File: src/hdl/image_resize_csc_regs.svh
// register offsets, field positions and table depth of the resize/csc block
`ifndef IMAGE_RESIZE_CSC_REGS_SVH
`define IMAGE_RESIZE_CSC_REGS_SVH
`define OFS_DEST_LINE_STRIDE 8'h00
`define OFS_TABLE_END_INDEX 8'h04
`define OFS_CSC_COEF_ZERO 8'h08
`define OFS_CSC_COEF_ONE 8'h0C
`define OFS_CSC_COEF_TWO 8'h10
`define OFS_CSC_COEF_THREE 8'h14
`define OFS_CSC_COEF_FOUR 8'h18
`define OFS_HORIZ_TABLE_PORT 8'h1C
`define OFS_VERT_TABLE_PORT 8'h20
`define OFS_CSC_OFFSETS 8'h24
`define OFS_ENTRY_READBACK 8'h28
`define STRIDE_MSB 15
`define HEND_MSB 20
`define HEND_LSB 16
`define VEND_MSB 4
`define VEND_LSB 0
`define COEF_MSB 11
`define START_BIT 12
`define WEIGHT_MSB 11
`define WEIGHT_LSB 2
`define ADVANCE_BIT 1
`define OUTPUT_BIT 0
`define CHROMA_MSB 23
`define CHROMA_LSB 16
`define LUMA_MSB 7
`define LUMA_LSB 0
`define TABLE_DEPTH 32
`define ZERO_WORD 32'h00000000
`endif

File: src/hdl/image_resize_csc_pkg.sv
// types shared by the resize/csc block
package image_resize_csc_pkg;
  typedef struct packed {
    logic [9:0] weight;
    logic advance;
    logic emit;
  } table_entry_t;
  typedef enum logic [1:0] {
    ST_IDLE = 2'b01,
    ST_RUN = 2'b10
  } interp_state_t;
endpackage

File: src/hdl/table_mem_if.sv
// interface between the controller and its coefficient table memory
`timescale 1ns/1ps
`default_nettype none
interface table_mem_if;
  logic we;
  logic clear;
  logic [4:0] waddr;
  image_resize_csc_pkg::table_entry_t wdata;
  logic [4:0] raddr;
  image_resize_csc_pkg::table_entry_t rdata;
  modport ctrl (output we, output clear, output waddr, output wdata,
    output raddr, input rdata);
  modport mem (input we, input clear, input waddr, input wdata,
    input raddr, output rdata);
endinterface
`default_nettype wire

File: src/hdl/image_resize_csc.sv
// resize table config, two-tap interpolator and yuv to rgb converter
`timescale 1ns/1ps
`default_nettype none
`include "image_resize_csc_regs.svh"
// Function
// - 16-bit destination stride, upper bits read zero
// - horizontal table end index in bits 20:16
// - vertical table end index in bits 4:0
// - five 12-bit coefficients, scaled by 1024
// - rgb from offset-corrected luma and chroma
// - chroma offset 23:16, luma offset 7:0
// - start bit clears table, restarts loading
// - 10-bit weight in bits 11:2, /512
// - advance flag consumes one new source sample
// - output flag emits current interpolated sample
// - output weight*first plus (1-weight)*second
// - vertical table mirrors horizontal on lines
module image_resize_csc (
  input wire logic clk,
  input wire logic srst,
  input wire logic ce,
  input wire logic [7:0] addr,
  input wire logic [31:0] wdata,
  input wire logic wr,
  input wire logic rd,
  output logic [31:0] rdata,
  input wire logic pix_valid,
  input wire logic vert_sel,
  input wire logic [7:0] pix_in,
  output logic pix_take,
  output logic [7:0] pix_out,
  output logic pix_out_valid,
  input wire logic csc_valid,
  input wire logic [7:0] y_in,
  input wire logic [7:0] cb_in,
  input wire logic [7:0] cr_in,
  output logic [7:0] red,
  output logic [7:0] green,
  output logic [7:0] blue,
  output logic rgb_valid
);
  // ------------------------------------------------------------
  // state
  // ------------------------------------------------------------
  typedef struct packed {
    logic [15:0] stride;
    logic [4:0] hend;
    logic [4:0] vend;
    logic [11:0] c0;
    logic [11:0] c1;
    logic [11:0] c2;
    logic [11:0] c3;
    logic [11:0] c4;
    logic [7:0] chroma;
    logic [7:0] luma;
    logic [4:0] hwptr;
    logic [4:0] vwptr;
    logic [31:0] rdata;
    image_resize_csc_pkg::interp_state_t fsm;
    logic vsel;
    logic [4:0] idx;
    logic primed;
    logic [7:0] first;
    logic [7:0] second;
    logic [7:0] pout;
    logic pvalid;
    logic [7:0] r;
    logic [7:0] g;
    logic [7:0] b;
    logic rgbv;
  } core_state_t;
  core_state_t st_reg;
  core_state_t st_next;

  table_mem_if h_if ();
  table_mem_if v_if ();

  resize_table_mem u_htab (.clk(clk), .srst(srst), .ce(ce), .port_m(h_if));
  resize_table_mem u_vtab (.clk(clk), .srst(srst), .ce(ce), .port_m(v_if));

  // ------------------------------------------------------------
  // helpers
  // ------------------------------------------------------------
  function automatic logic [7:0] sat8(input logic signed [23:0] v);
    if (v < 24'sd0) begin
      sat8 = 8'h00;
    end else if (v > 24'sd255) begin
      sat8 = 8'hFF;
    end else begin
      sat8 = v[7:0];
    end
  endfunction

  logic wr_h;
  logic wr_v;
  logic [31:0] rd_mux;
  image_resize_csc_pkg::table_entry_t cur;
  logic [4:0] cur_end;
  logic signed [8:0] yd;
  logic signed [8:0] cbd;
  logic signed [8:0] crd;
  logic signed [23:0] ry;
  logic signed [23:0] rsum;
  logic signed [23:0] gsum;
  logic signed [23:0] bsum;
  logic [18:0] mix;

  assign wr_h = wr && (addr == `OFS_HORIZ_TABLE_PORT);
  assign wr_v = wr && (addr == `OFS_VERT_TABLE_PORT);

  // ------------------------------------------------------------
  // table write side
  // ------------------------------------------------------------
  // start clears table
  assign h_if.clear = wr_h && wdata[`START_BIT];
  assign v_if.clear = wr_v && wdata[`START_BIT];
  assign h_if.we = wr_h && !wdata[`START_BIT];
  assign v_if.we = wr_v && !wdata[`START_BIT];
  assign h_if.waddr = st_reg.hwptr;
  assign v_if.waddr = st_reg.vwptr;
  assign h_if.wdata = '{weight: wdata[`WEIGHT_MSB:`WEIGHT_LSB],
    advance: wdata[`ADVANCE_BIT], emit: wdata[`OUTPUT_BIT]};
  assign v_if.wdata = h_if.wdata;
  // read ahead so the entry matches the step index
  assign h_if.raddr = st_next.idx;
  assign v_if.raddr = st_next.idx;

  // ------------------------------------------------------------
  // read mux
  // ------------------------------------------------------------
  always_comb begin
    rd_mux = `ZERO_WORD;
    case (addr)
      `OFS_DEST_LINE_STRIDE: rd_mux[`STRIDE_MSB:0] = st_reg.stride;
      `OFS_TABLE_END_INDEX: begin
        rd_mux[`HEND_MSB:`HEND_LSB] = st_reg.hend;
        rd_mux[`VEND_MSB:`VEND_LSB] = st_reg.vend;
      end
      `OFS_CSC_COEF_ZERO: rd_mux[`COEF_MSB:0] = st_reg.c0;
      `OFS_CSC_COEF_ONE: rd_mux[`COEF_MSB:0] = st_reg.c1;
      `OFS_CSC_COEF_TWO: rd_mux[`COEF_MSB:0] = st_reg.c2;
      `OFS_CSC_COEF_THREE: rd_mux[`COEF_MSB:0] = st_reg.c3;
      `OFS_CSC_COEF_FOUR: rd_mux[`COEF_MSB:0] = st_reg.c4;
      `OFS_CSC_OFFSETS: begin
        rd_mux[`CHROMA_MSB:`CHROMA_LSB] = st_reg.chroma;
        rd_mux[`LUMA_MSB:`LUMA_LSB] = st_reg.luma;
      end
      `OFS_ENTRY_READBACK: begin
        rd_mux[14:10] = st_reg.idx;
        rd_mux[9:5] = st_reg.hwptr;
        rd_mux[4:0] = st_reg.vwptr;
      end
      default: rd_mux = `ZERO_WORD;
    endcase
  end

  // ------------------------------------------------------------
  // interpolator and converter datapath
  // ------------------------------------------------------------
  assign cur = st_reg.vsel ? v_if.rdata : h_if.rdata;
  assign cur_end = st_reg.vsel ? st_reg.vend : st_reg.hend;
  assign mix = 19'(cur.weight) * 19'(st_reg.first)
    + (19'd512 - 19'(cur.weight)) * 19'(st_reg.second);

  assign yd = $signed({1'b0, y_in}) - $signed({1'b0, st_reg.luma});
  assign cbd = $signed({1'b0, cb_in}) - $signed({1'b0, st_reg.chroma});
  assign crd = $signed({1'b0, cr_in}) - $signed({1'b0, st_reg.chroma});
  assign ry = 24'(yd) * 24'($signed({1'b0, st_reg.c0}));
  assign rsum = (ry + 24'(crd) * 24'($signed({1'b0, st_reg.c1})))
    >>> 10;
  assign gsum = (ry - 24'(cbd) * 24'($signed({1'b0, st_reg.c2}))
    - 24'(crd) * 24'($signed({1'b0, st_reg.c3}))) >>> 10;
  assign bsum = (ry + 24'(cbd) * 24'($signed({1'b0, st_reg.c4})))
    >>> 10;

  always_comb begin
    st_next = st_reg;
    st_next.pvalid = 1'b0;
    st_next.rgbv = 1'b0;
    st_next.rdata = rd ? rd_mux : `ZERO_WORD;
    if (wr) begin
      case (addr)
        `OFS_DEST_LINE_STRIDE: st_next.stride = wdata[`STRIDE_MSB:0];
        `OFS_TABLE_END_INDEX: begin
          st_next.hend = wdata[`HEND_MSB:`HEND_LSB];
          st_next.vend = wdata[`VEND_MSB:`VEND_LSB];
        end
        `OFS_CSC_COEF_ZERO: st_next.c0 = wdata[`COEF_MSB:0];
        `OFS_CSC_COEF_ONE: st_next.c1 = wdata[`COEF_MSB:0];
        `OFS_CSC_COEF_TWO: st_next.c2 = wdata[`COEF_MSB:0];
        `OFS_CSC_COEF_THREE: st_next.c3 = wdata[`COEF_MSB:0];
        `OFS_CSC_COEF_FOUR: st_next.c4 = wdata[`COEF_MSB:0];
        `OFS_CSC_OFFSETS: begin
          st_next.chroma = wdata[`CHROMA_MSB:`CHROMA_LSB];
          st_next.luma = wdata[`LUMA_MSB:`LUMA_LSB];
        end
        `OFS_HORIZ_TABLE_PORT: begin
          st_next.hwptr = wdata[`START_BIT] ? 5'h00 : st_reg.hwptr + 5'h01;
        end
        `OFS_VERT_TABLE_PORT: begin
          st_next.vwptr = wdata[`START_BIT] ? 5'h00 : st_reg.vwptr + 5'h01;
        end
        default: begin
        end
      endcase
    end
    // restarting either table also restarts the walk
    if (h_if.clear || v_if.clear) begin
      st_next.fsm = image_resize_csc_pkg::ST_IDLE;
      st_next.idx = 5'h00;
      st_next.primed = 1'b0;
    end else begin
      case (st_reg.fsm)
        image_resize_csc_pkg::ST_IDLE: begin
          if (pix_valid) begin
            st_next.vsel = vert_sel;
            st_next.idx = 5'h00;
            st_next.first = pix_in;
            st_next.primed = 1'b0;
            st_next.fsm = image_resize_csc_pkg::ST_RUN;
          end
        end
        image_resize_csc_pkg::ST_RUN: begin
          if (!st_reg.primed) begin
            if (pix_valid) begin
              st_next.second = pix_in;
              st_next.primed = 1'b1;
            end
          end else if (!cur.advance || pix_valid) begin
            if (cur.emit) begin
              st_next.pout = 8'(mix >> 9);
              st_next.pvalid = 1'b1;
            end
            if (cur.advance) begin
              st_next.first = st_reg.second;
              st_next.second = pix_in;
            end
            st_next.idx = (st_reg.idx == cur_end) ? 5'h00
              : st_reg.idx + 5'h01;
          end
        end
        default: st_next.fsm = image_resize_csc_pkg::ST_IDLE;
      endcase
    end
    if (csc_valid) begin
      st_next.r = sat8(rsum);
      st_next.g = sat8(gsum);
      st_next.b = sat8(bsum);
      st_next.rgbv = 1'b1;
    end
  end

  assign pix_take = pix_valid && ce && !h_if.clear && !v_if.clear &&
    ((st_reg.fsm == image_resize_csc_pkg::ST_IDLE) ||
     (st_reg.fsm == image_resize_csc_pkg::ST_RUN &&
      (!st_reg.primed || cur.advance)));

  always_ff @(posedge clk) begin
    if (srst) begin
      st_reg <= '0;
      st_reg.fsm <= image_resize_csc_pkg::ST_IDLE;
    end else if (ce) begin
      st_reg <= st_next;
    end
  end

  assign rdata = st_reg.rdata;
  assign pix_out = st_reg.pout;
  assign pix_out_valid = st_reg.pvalid;
  assign red = st_reg.r;
  assign green = st_reg.g;
  assign blue = st_reg.b;
  assign rgb_valid = st_reg.rgbv;
endmodule
`default_nettype wire

File: src/hdl/resize_table_mem.sv
// one 32-entry resize coefficient table with registered read data
`timescale 1ns/1ps
`default_nettype none
`include "image_resize_csc_regs.svh"
module resize_table_mem (
  input wire logic clk,
  input wire logic srst,
  input wire logic ce,
  table_mem_if.mem port_m
);
  typedef struct packed {
    image_resize_csc_pkg::table_entry_t [`TABLE_DEPTH-1:0] ent;
    image_resize_csc_pkg::table_entry_t rd;
  } mem_state_t;
  mem_state_t st_reg;
  mem_state_t st_next;

  always_comb begin
    st_next = st_reg;
    if (port_m.clear) begin
      st_next.ent = '0;
    end else if (port_m.we) begin
      st_next.ent[port_m.waddr] = port_m.wdata;
    end
    st_next.rd = st_reg.ent[port_m.raddr];
  end

  always_ff @(posedge clk) begin
    if (srst) begin
      st_reg <= '0;
    end else if (ce) begin
      st_reg <= st_next;
    end
  end

  assign port_m.rdata = st_reg.rd;
endmodule
`default_nettype wire

File: config.mk
export PLATFORM = sky130hd
export DESIGN_NAME = image_resize_csc
export DESIGN_NICKNAME = d
export VERILOG_FILES = /design/src/hdl/image_resize_csc_pkg.sv /design/src/hdl/table_mem_if.sv /design/src/hdl/image_resize_csc.sv /design/src/hdl/resize_table_mem.sv
export VERILOG_INCLUDE_DIRS = /design/src /design/src/hdl
export SDC_FILE = /design/constraint.sdc
export NUM_CORES = 2
export LEC_CHECK = 0
export ABC_CLOCK_PERIOD_IN_PS = 16900
export BUFFER_PORTS_ARGS = -buffer_cell sky130_fd_sc_hd__buf_2
export CORE_UTILIZATION = 40
export DETAILED_ROUTE_END_ITERATION = 16
export SLEW_MARGIN = 20
export SYNTH_ARGS = -nofsm -noshare
export SYNTH_HDL_FRONTEND = slang
export SYNTH_SLANG_ARGS = --single-unit
File: constraint.sdc
create_clock -name clk -period 16.9 [get_ports clk]
set_input_delay 4.225 -clock clk [delete_from_list [all_inputs] [get_ports clk]]
set_output_delay 4.225 -clock clk [all_outputs]
set_load 0.01 [all_outputs]
After elaboration in Yosys (flattened, before gate mapping)
Index checks and enable logic that the tools add are counted.

word-level totals
  output and inout bits = 67
  word-level logic and storage cells = 374
  input bits = 80
  bits in registers = 995

operators by class
  add/sub/neg operators = 12
  $mul = 7
  $lt $le $gt $ge = 11
  multiplexer cells = 52
  equality and inequality tests = 21
  reduce and logical (&&, ||, !) cells = 47
  bitwise gates (word level) = 1

operators by type and width
  kind                                                                               count
  384-bit two-way mux                                                                4
  384-bit bitwise mux                                                                2
  12-bit binary-select mux with 5-bit select                                         2
  12-bit demux with 5-bit select                                                     2
  9-bit by 13-bit multiplier with 22-bit output                                      5
  8-bit two-way mux                                                                  9
  12-bit two-way mux                                                                 5
  22-bit by 22-bit adder with 23-bit output                                          2
  5-bit case mux with 9 select lines                                                 1
  3-bit AND reduction                                                                12
  8-bit by 5-bit == test with 1-bit output (second input constant)                   4
  5-bit two-way mux                                                                  6
  14-bit case mux with 2 select lines                                                1
  4-bit case mux with 7 select lines                                                 1
  8-bit by 8-bit subtractor with 9-bit output                                        3
  13-bit by 9-bit greater-than comparator with 1-bit output (second input constant)  2
  13-bit by 1-bit < comparator with 1-bit output (second input constant)             2
  25-bit two-way mux                                                                 1
  8-bit by 6-bit == test with 1-bit output (second input constant)                   3
  24-bit two-way mux                                                                 1
  3-bit case mux with 8 select lines                                                 1
  23-bit by 22-bit subtractor with 24-bit output                                     1
  22-bit by 22-bit subtractor with 23-bit output                                     1
  5-bit by 6-bit < comparator with 1-bit output (second input constant)              3
  other kinds (37)                                                                   77

Longest topological paths before layout
  depth in word-level cells = 11
  gate-level depth with buffers = 48
  mapped depth without buffers = 48

Modules after synthesis
From an unflattened synthesis, not the netlist that was laid out.

unflattened totals
  cell total of the unflattened synthesis = 7,741
  area total of the unflattened synthesis = 68,828.5 sq um

modules (own cells, without submodules)
  module            area an instance (sq um)  sequential area each (sq um)  times used  cells an instance
  image_resize_csc  34,843.4                  3,903.7                       1           4,017
  resize_table_mem  16,992.5                  7,927.6                       2           1,862

Least setup slack after synthesis
OpenSTA, ideal clock, no wires.

  kind = in2reg
  start point = in y_in[1]
  end point = reg st_reg, in the netlist green[6]
  setup time = 0.162 ns
  arrival time = 14.950 ns
  data required time = 16.738 ns
  path slack = 1.788 ns
  stages on the path = 46
  path through = ha_1 > nor2b_1 > o21ai_0 > a21boi_0 > o21ai_0 > nand2b_1 > a21o_1 > a21oi_1 > xnor2_1 > clkbuf_1 > nand2_1 > fa_1 > fa_1 > inv_1 > fa_1 > fa_1 > inv_1 > fa_1 > [10 not listed] > inv_1 > fa_1 > fa_1 > inv_1 > fa_1 > inv_1 > fa_1 > inv_1 > ha_1 > o21a_1 > o21a_1 > o21ai_0 > a31oi_1 > o21ai_0 > o31a_1 > mux2_2 > a211oi_1 > a22oi_1

between the ends
  cells in the longest elaborated chain, start to end = 7
  elaborated cells between the ends (all ways) = 8

RTL lines
  what                                                       line                     source
  from (decl)                                                image_resize_csc.sv:34   input wire logic [7:0] y_in,
  8-bit by 8-bit subtractor with 9-bit output *              image_resize_csc.sv:165  assign yd = $signed({1'b0, y_in}) - $signed({1'b0, st_reg.luma});
  9-bit by 13-bit multiplier with 22-bit output *            image_resize_csc.sv:168  assign ry = 24'(yd) * 24'($signed({1'b0, st_reg.c0}));
  22-bit by 22-bit subtractor with 23-bit output *           image_resize_csc.sv:171  assign gsum = (ry - 24'(cbd) * 24'($signed({1'b0, st_reg.c2}))
  23-bit by 22-bit subtractor with 24-bit output *           image_resize_csc.sv:172  - 24'(crd) * 24'($signed({1'b0, st_reg.c3}))) >>> 10;
  14-bit by 9-bit greater-than comparator with 1-bit output  image_resize_csc.sv:87   end else if (v > 24'sd255) begin
  8-bit two-way mux                                          image_resize_csc.sv:87
  8-bit two-way mux *                                        image_resize_csc.sv:85   if (v < 24'sd0) begin
  to (signal assigned)                                       image_resize_csc.sv:263  st_reg <= st_next;
  to (decl)                                                  image_resize_csc.sv:72   core_state_t st_reg;

Mark *: on every way between the ends. The rest lies on a longest branch, timed or not.
A chain may end at the register's enable or synchronous reset.

Worst setup path after layout
  start point = in y_in[0]
  end point = reg st_reg, in the netlist green[1]

Same word-level chain as after synthesis.

==> reports/results.ini <==
[outcome]
status=finished clean

[synth]
ys_seq_area_share_pct=27.99
synth.ff_latch_count=987
synthFlopType=dfxtp_1
yosysWarnings=0
async_flop_share_pct=0
synth_cell_types=93
synthCells=8473
syn_area_um2=70590
synth_edf_count=0
synth.avg_cell_area_um2=8.332

[power_and_ir_drop]
peakVddDrop_mv=0.09109
leakagePower_nw=29.37
total_power_mw=5.695
cellPowerDensity_nw_per_um2=75.04

[hold_path]
min_path_cells=2
hp-class=flop to flop

[run]
max-cap-violations=0

[final_layout]
final_cell_mix=nand2_1, dfxtp_1, inv_1, nor2_1, a21oi_1
layout_commonest_cell=nand2_1
drive_gt1_share_pct=7.667
finalCoreUtilization_pct=43.47
final_cell_count_no_fill=10500
area_delta_synth_final_pct=7.495
nNetsFinal=9138

[setup_path]
max_stage_delay_ps=550
end_kind=flop
crit_top_cell=fa_1
critPathCapture=green[1]
cp_slowest_cell=fa_1
crit_arrival_ps=15860
timing.rr.start=st_reg[101]
reg2reg_depth=49
criticalPathCategory=primary input to flop
rrSetupSlack_ps=4700
cp-start-kind=primary input
worstPathMaxFanout=7
crit_required_ps=17560
reg2reg_to=green[1]
critPathLaunch=y_in[0]

[sta]
tightest_slew_ps=1314
min_period_over_period_pct=89.91
rsz0062_at_grt=no
setup_violations=0
slew_violations=0
fin_tns_setup_ps=0
skew_ps=89.89
fmax_ghz=0.06581
hold_violations=0
finalCriticalPeriod_ps=15200
relSlewSlack_pct=12.39
finalWorstSetupSlack_ps=1705

[placed_design]
gp_congestion=0.9404
numPortBuffers=130
dp_cells=10290
post-dp-hpwl_um=167900
pre_cts_ws_ps=1044

[clock_network]
postCtsSetupBuffers=0
clockRootBuffer=clkbuf_16
clk_latency_ps=770
cts_hold_buffers=0
cts_resized=0
numCtsBuffers=106
cts_tree=built
cts_sinks=987
path_clk_slew_ps=60
clk_path_buf_depth=3
htree_num_levels=3

[global_route]
grt_use_total_pct=26.63
grt_pass1_vias=58530
grt_pass1_wl_um=367300
antenna_found_initial=22
grt_max_degree=223
grt.overflow.total=0

[routing]
drt_iter0_markers=7102
viasPerCell=5.881
drt-total-wl_um=244400
wl_per_cell_um=23.28
ant_nets=0
drc=0
num_vias=61750
firstDrtPassIters=8

[die]
die_y_um=422.1
pin_count=147
rows=153
start_util_pct=40.43
core_area_um2=174600
design.die.area_um2=178200
die_x_um=422.1

layout make-up:
class                      instances  area [um^2]
antenna                           10        25.02
clock buffer                     157         3126
clock inverter                    40        581.8
fill                           17190        98700
inverter                         665         2496
multi-input combinational       6046        45210
sequential                       987        19760
tap                             2325         2909
timing repair buffer             270         1774
Yosys cell counts (9+ instances only):
cell type | n | area, um^2
nand4_1 | 17 | 106.4
xnor2_1 | 71 | 621.9
mux2_2 | 74 | 833.3
o221ai_1 | 32 | 280.3
a211oi_1 | 23 | 172.7
mux2i_1 | 191 | 1912
a41oi_1 | 13 | 113.9
fa_1 | 587 | 11750
nor3_1 | 45 | 225.2
buf_2 | 95 | 475.5
buf_1 | 22 | 82.58
a22oi_1 | 483 | 3626
a21o_1 | 36 | 270.3
a31oi_1 | 87 | 544.3
a211o_1 | 17 | 148.9
xor2_1 | 31 | 271.5
o21ai_0 | 179 | 895.9
buf_4 | 75 | 563.0
o31a_1 | 9 | 78.83
o2111ai_1 | 14 | 122.6
nor2b_1 | 31 | 193.9
clkbuf_1 | 581 | 2181
nor2_1 | 648 | 2432
nand2_1 | 1199 | 4501
a222oi_1 | 22 | 220.2
a221oi_1 | 11 | 96.34
o21a_1 | 11 | 82.58
a32oi_1 | 38 | 332.8
a21oi_1 | 647 | 3238
dfxtp_1 | 987 | 19760
o32ai_1 | 13 | 113.9
nand2b_1 | 75 | 469.2
o21ai_1 | 14 | 70.07
or2_2 | 33 | 206.5
or3_1 | 13 | 81.33
a2bb2oi_1 | 16 | 140.1
ha_1 | 395 | 4942
and2_1 | 322 | 2014
inv_1 | 664 | 2492
nand3_1 | 478 | 2392
and3_1 | 38 | 237.7
per-stage QoR:
| stage | hold slack (ps) | instance area [um^2] |
|---|---|---|
| 2_1_floorplan | 426.3 | 70620 |
| 3_3_place_gp | 440.0 | 72070 |
| 3_5_place_dp | 441.5 | 72090 |
| 4_1_cts | 454.6 | 75800 |
| 5_1_grt | 475.4 | 75880 |
| 6_report | 455.1 | 75890 |
per-layer routing:
layer	global-route usage [%]	up-vias	share of wire [%]
li1	-	27530	-
met2	40.92	3051	44
met1	36.51	30710	41
met3	5.223	450	10
met5	0	-	0.023
met4	10.85	8	4.3
kinds of logic after synthesis:
group | share of synthesized area, %
AOI/OAI and AO/OA | 15.88
muxes | 3.970
DFF | 27.99
and+or+nand+nor | 18.77
other | 0.005312
buffers and inverters | 8.369
adders and majority gates | 23.65
xor gates and xnor gates | 1.361
worst min path at each step:
| stage | to | startpoint |
|---|---|---|
| finish | blue[1] | blue[1] |
| global route | st_reg[199] | st_reg[199] |
| CTS | st_reg[191] | st_reg[191] |
| detailed placement | blue[1] | blue[1] |
| global placement | blue[1] | blue[1] |
| floorplan | blue[0] | blue[0] |
worst max-delay path, delay by kind of cell:
family                     cells  cell delay [ps]
muxes                          1              380
xor gates and xnor gates       1              130
buffers and inverters         12             1140
and+or+nand+nor                9             1000
AOI/OAI and AO/OA             13             2540
adders and majority gates     15             6440
power by group:
group	switching [mW]	internal, mW	total [mW]	leakage [nW]
clock network	1.05	1.43	2.48	1.81
registers	0.0147	2.34	2.36	7.95
logic	0.536	0.322	0.858	19.6
Note: power is estimated with default switching activity, not from simulation.
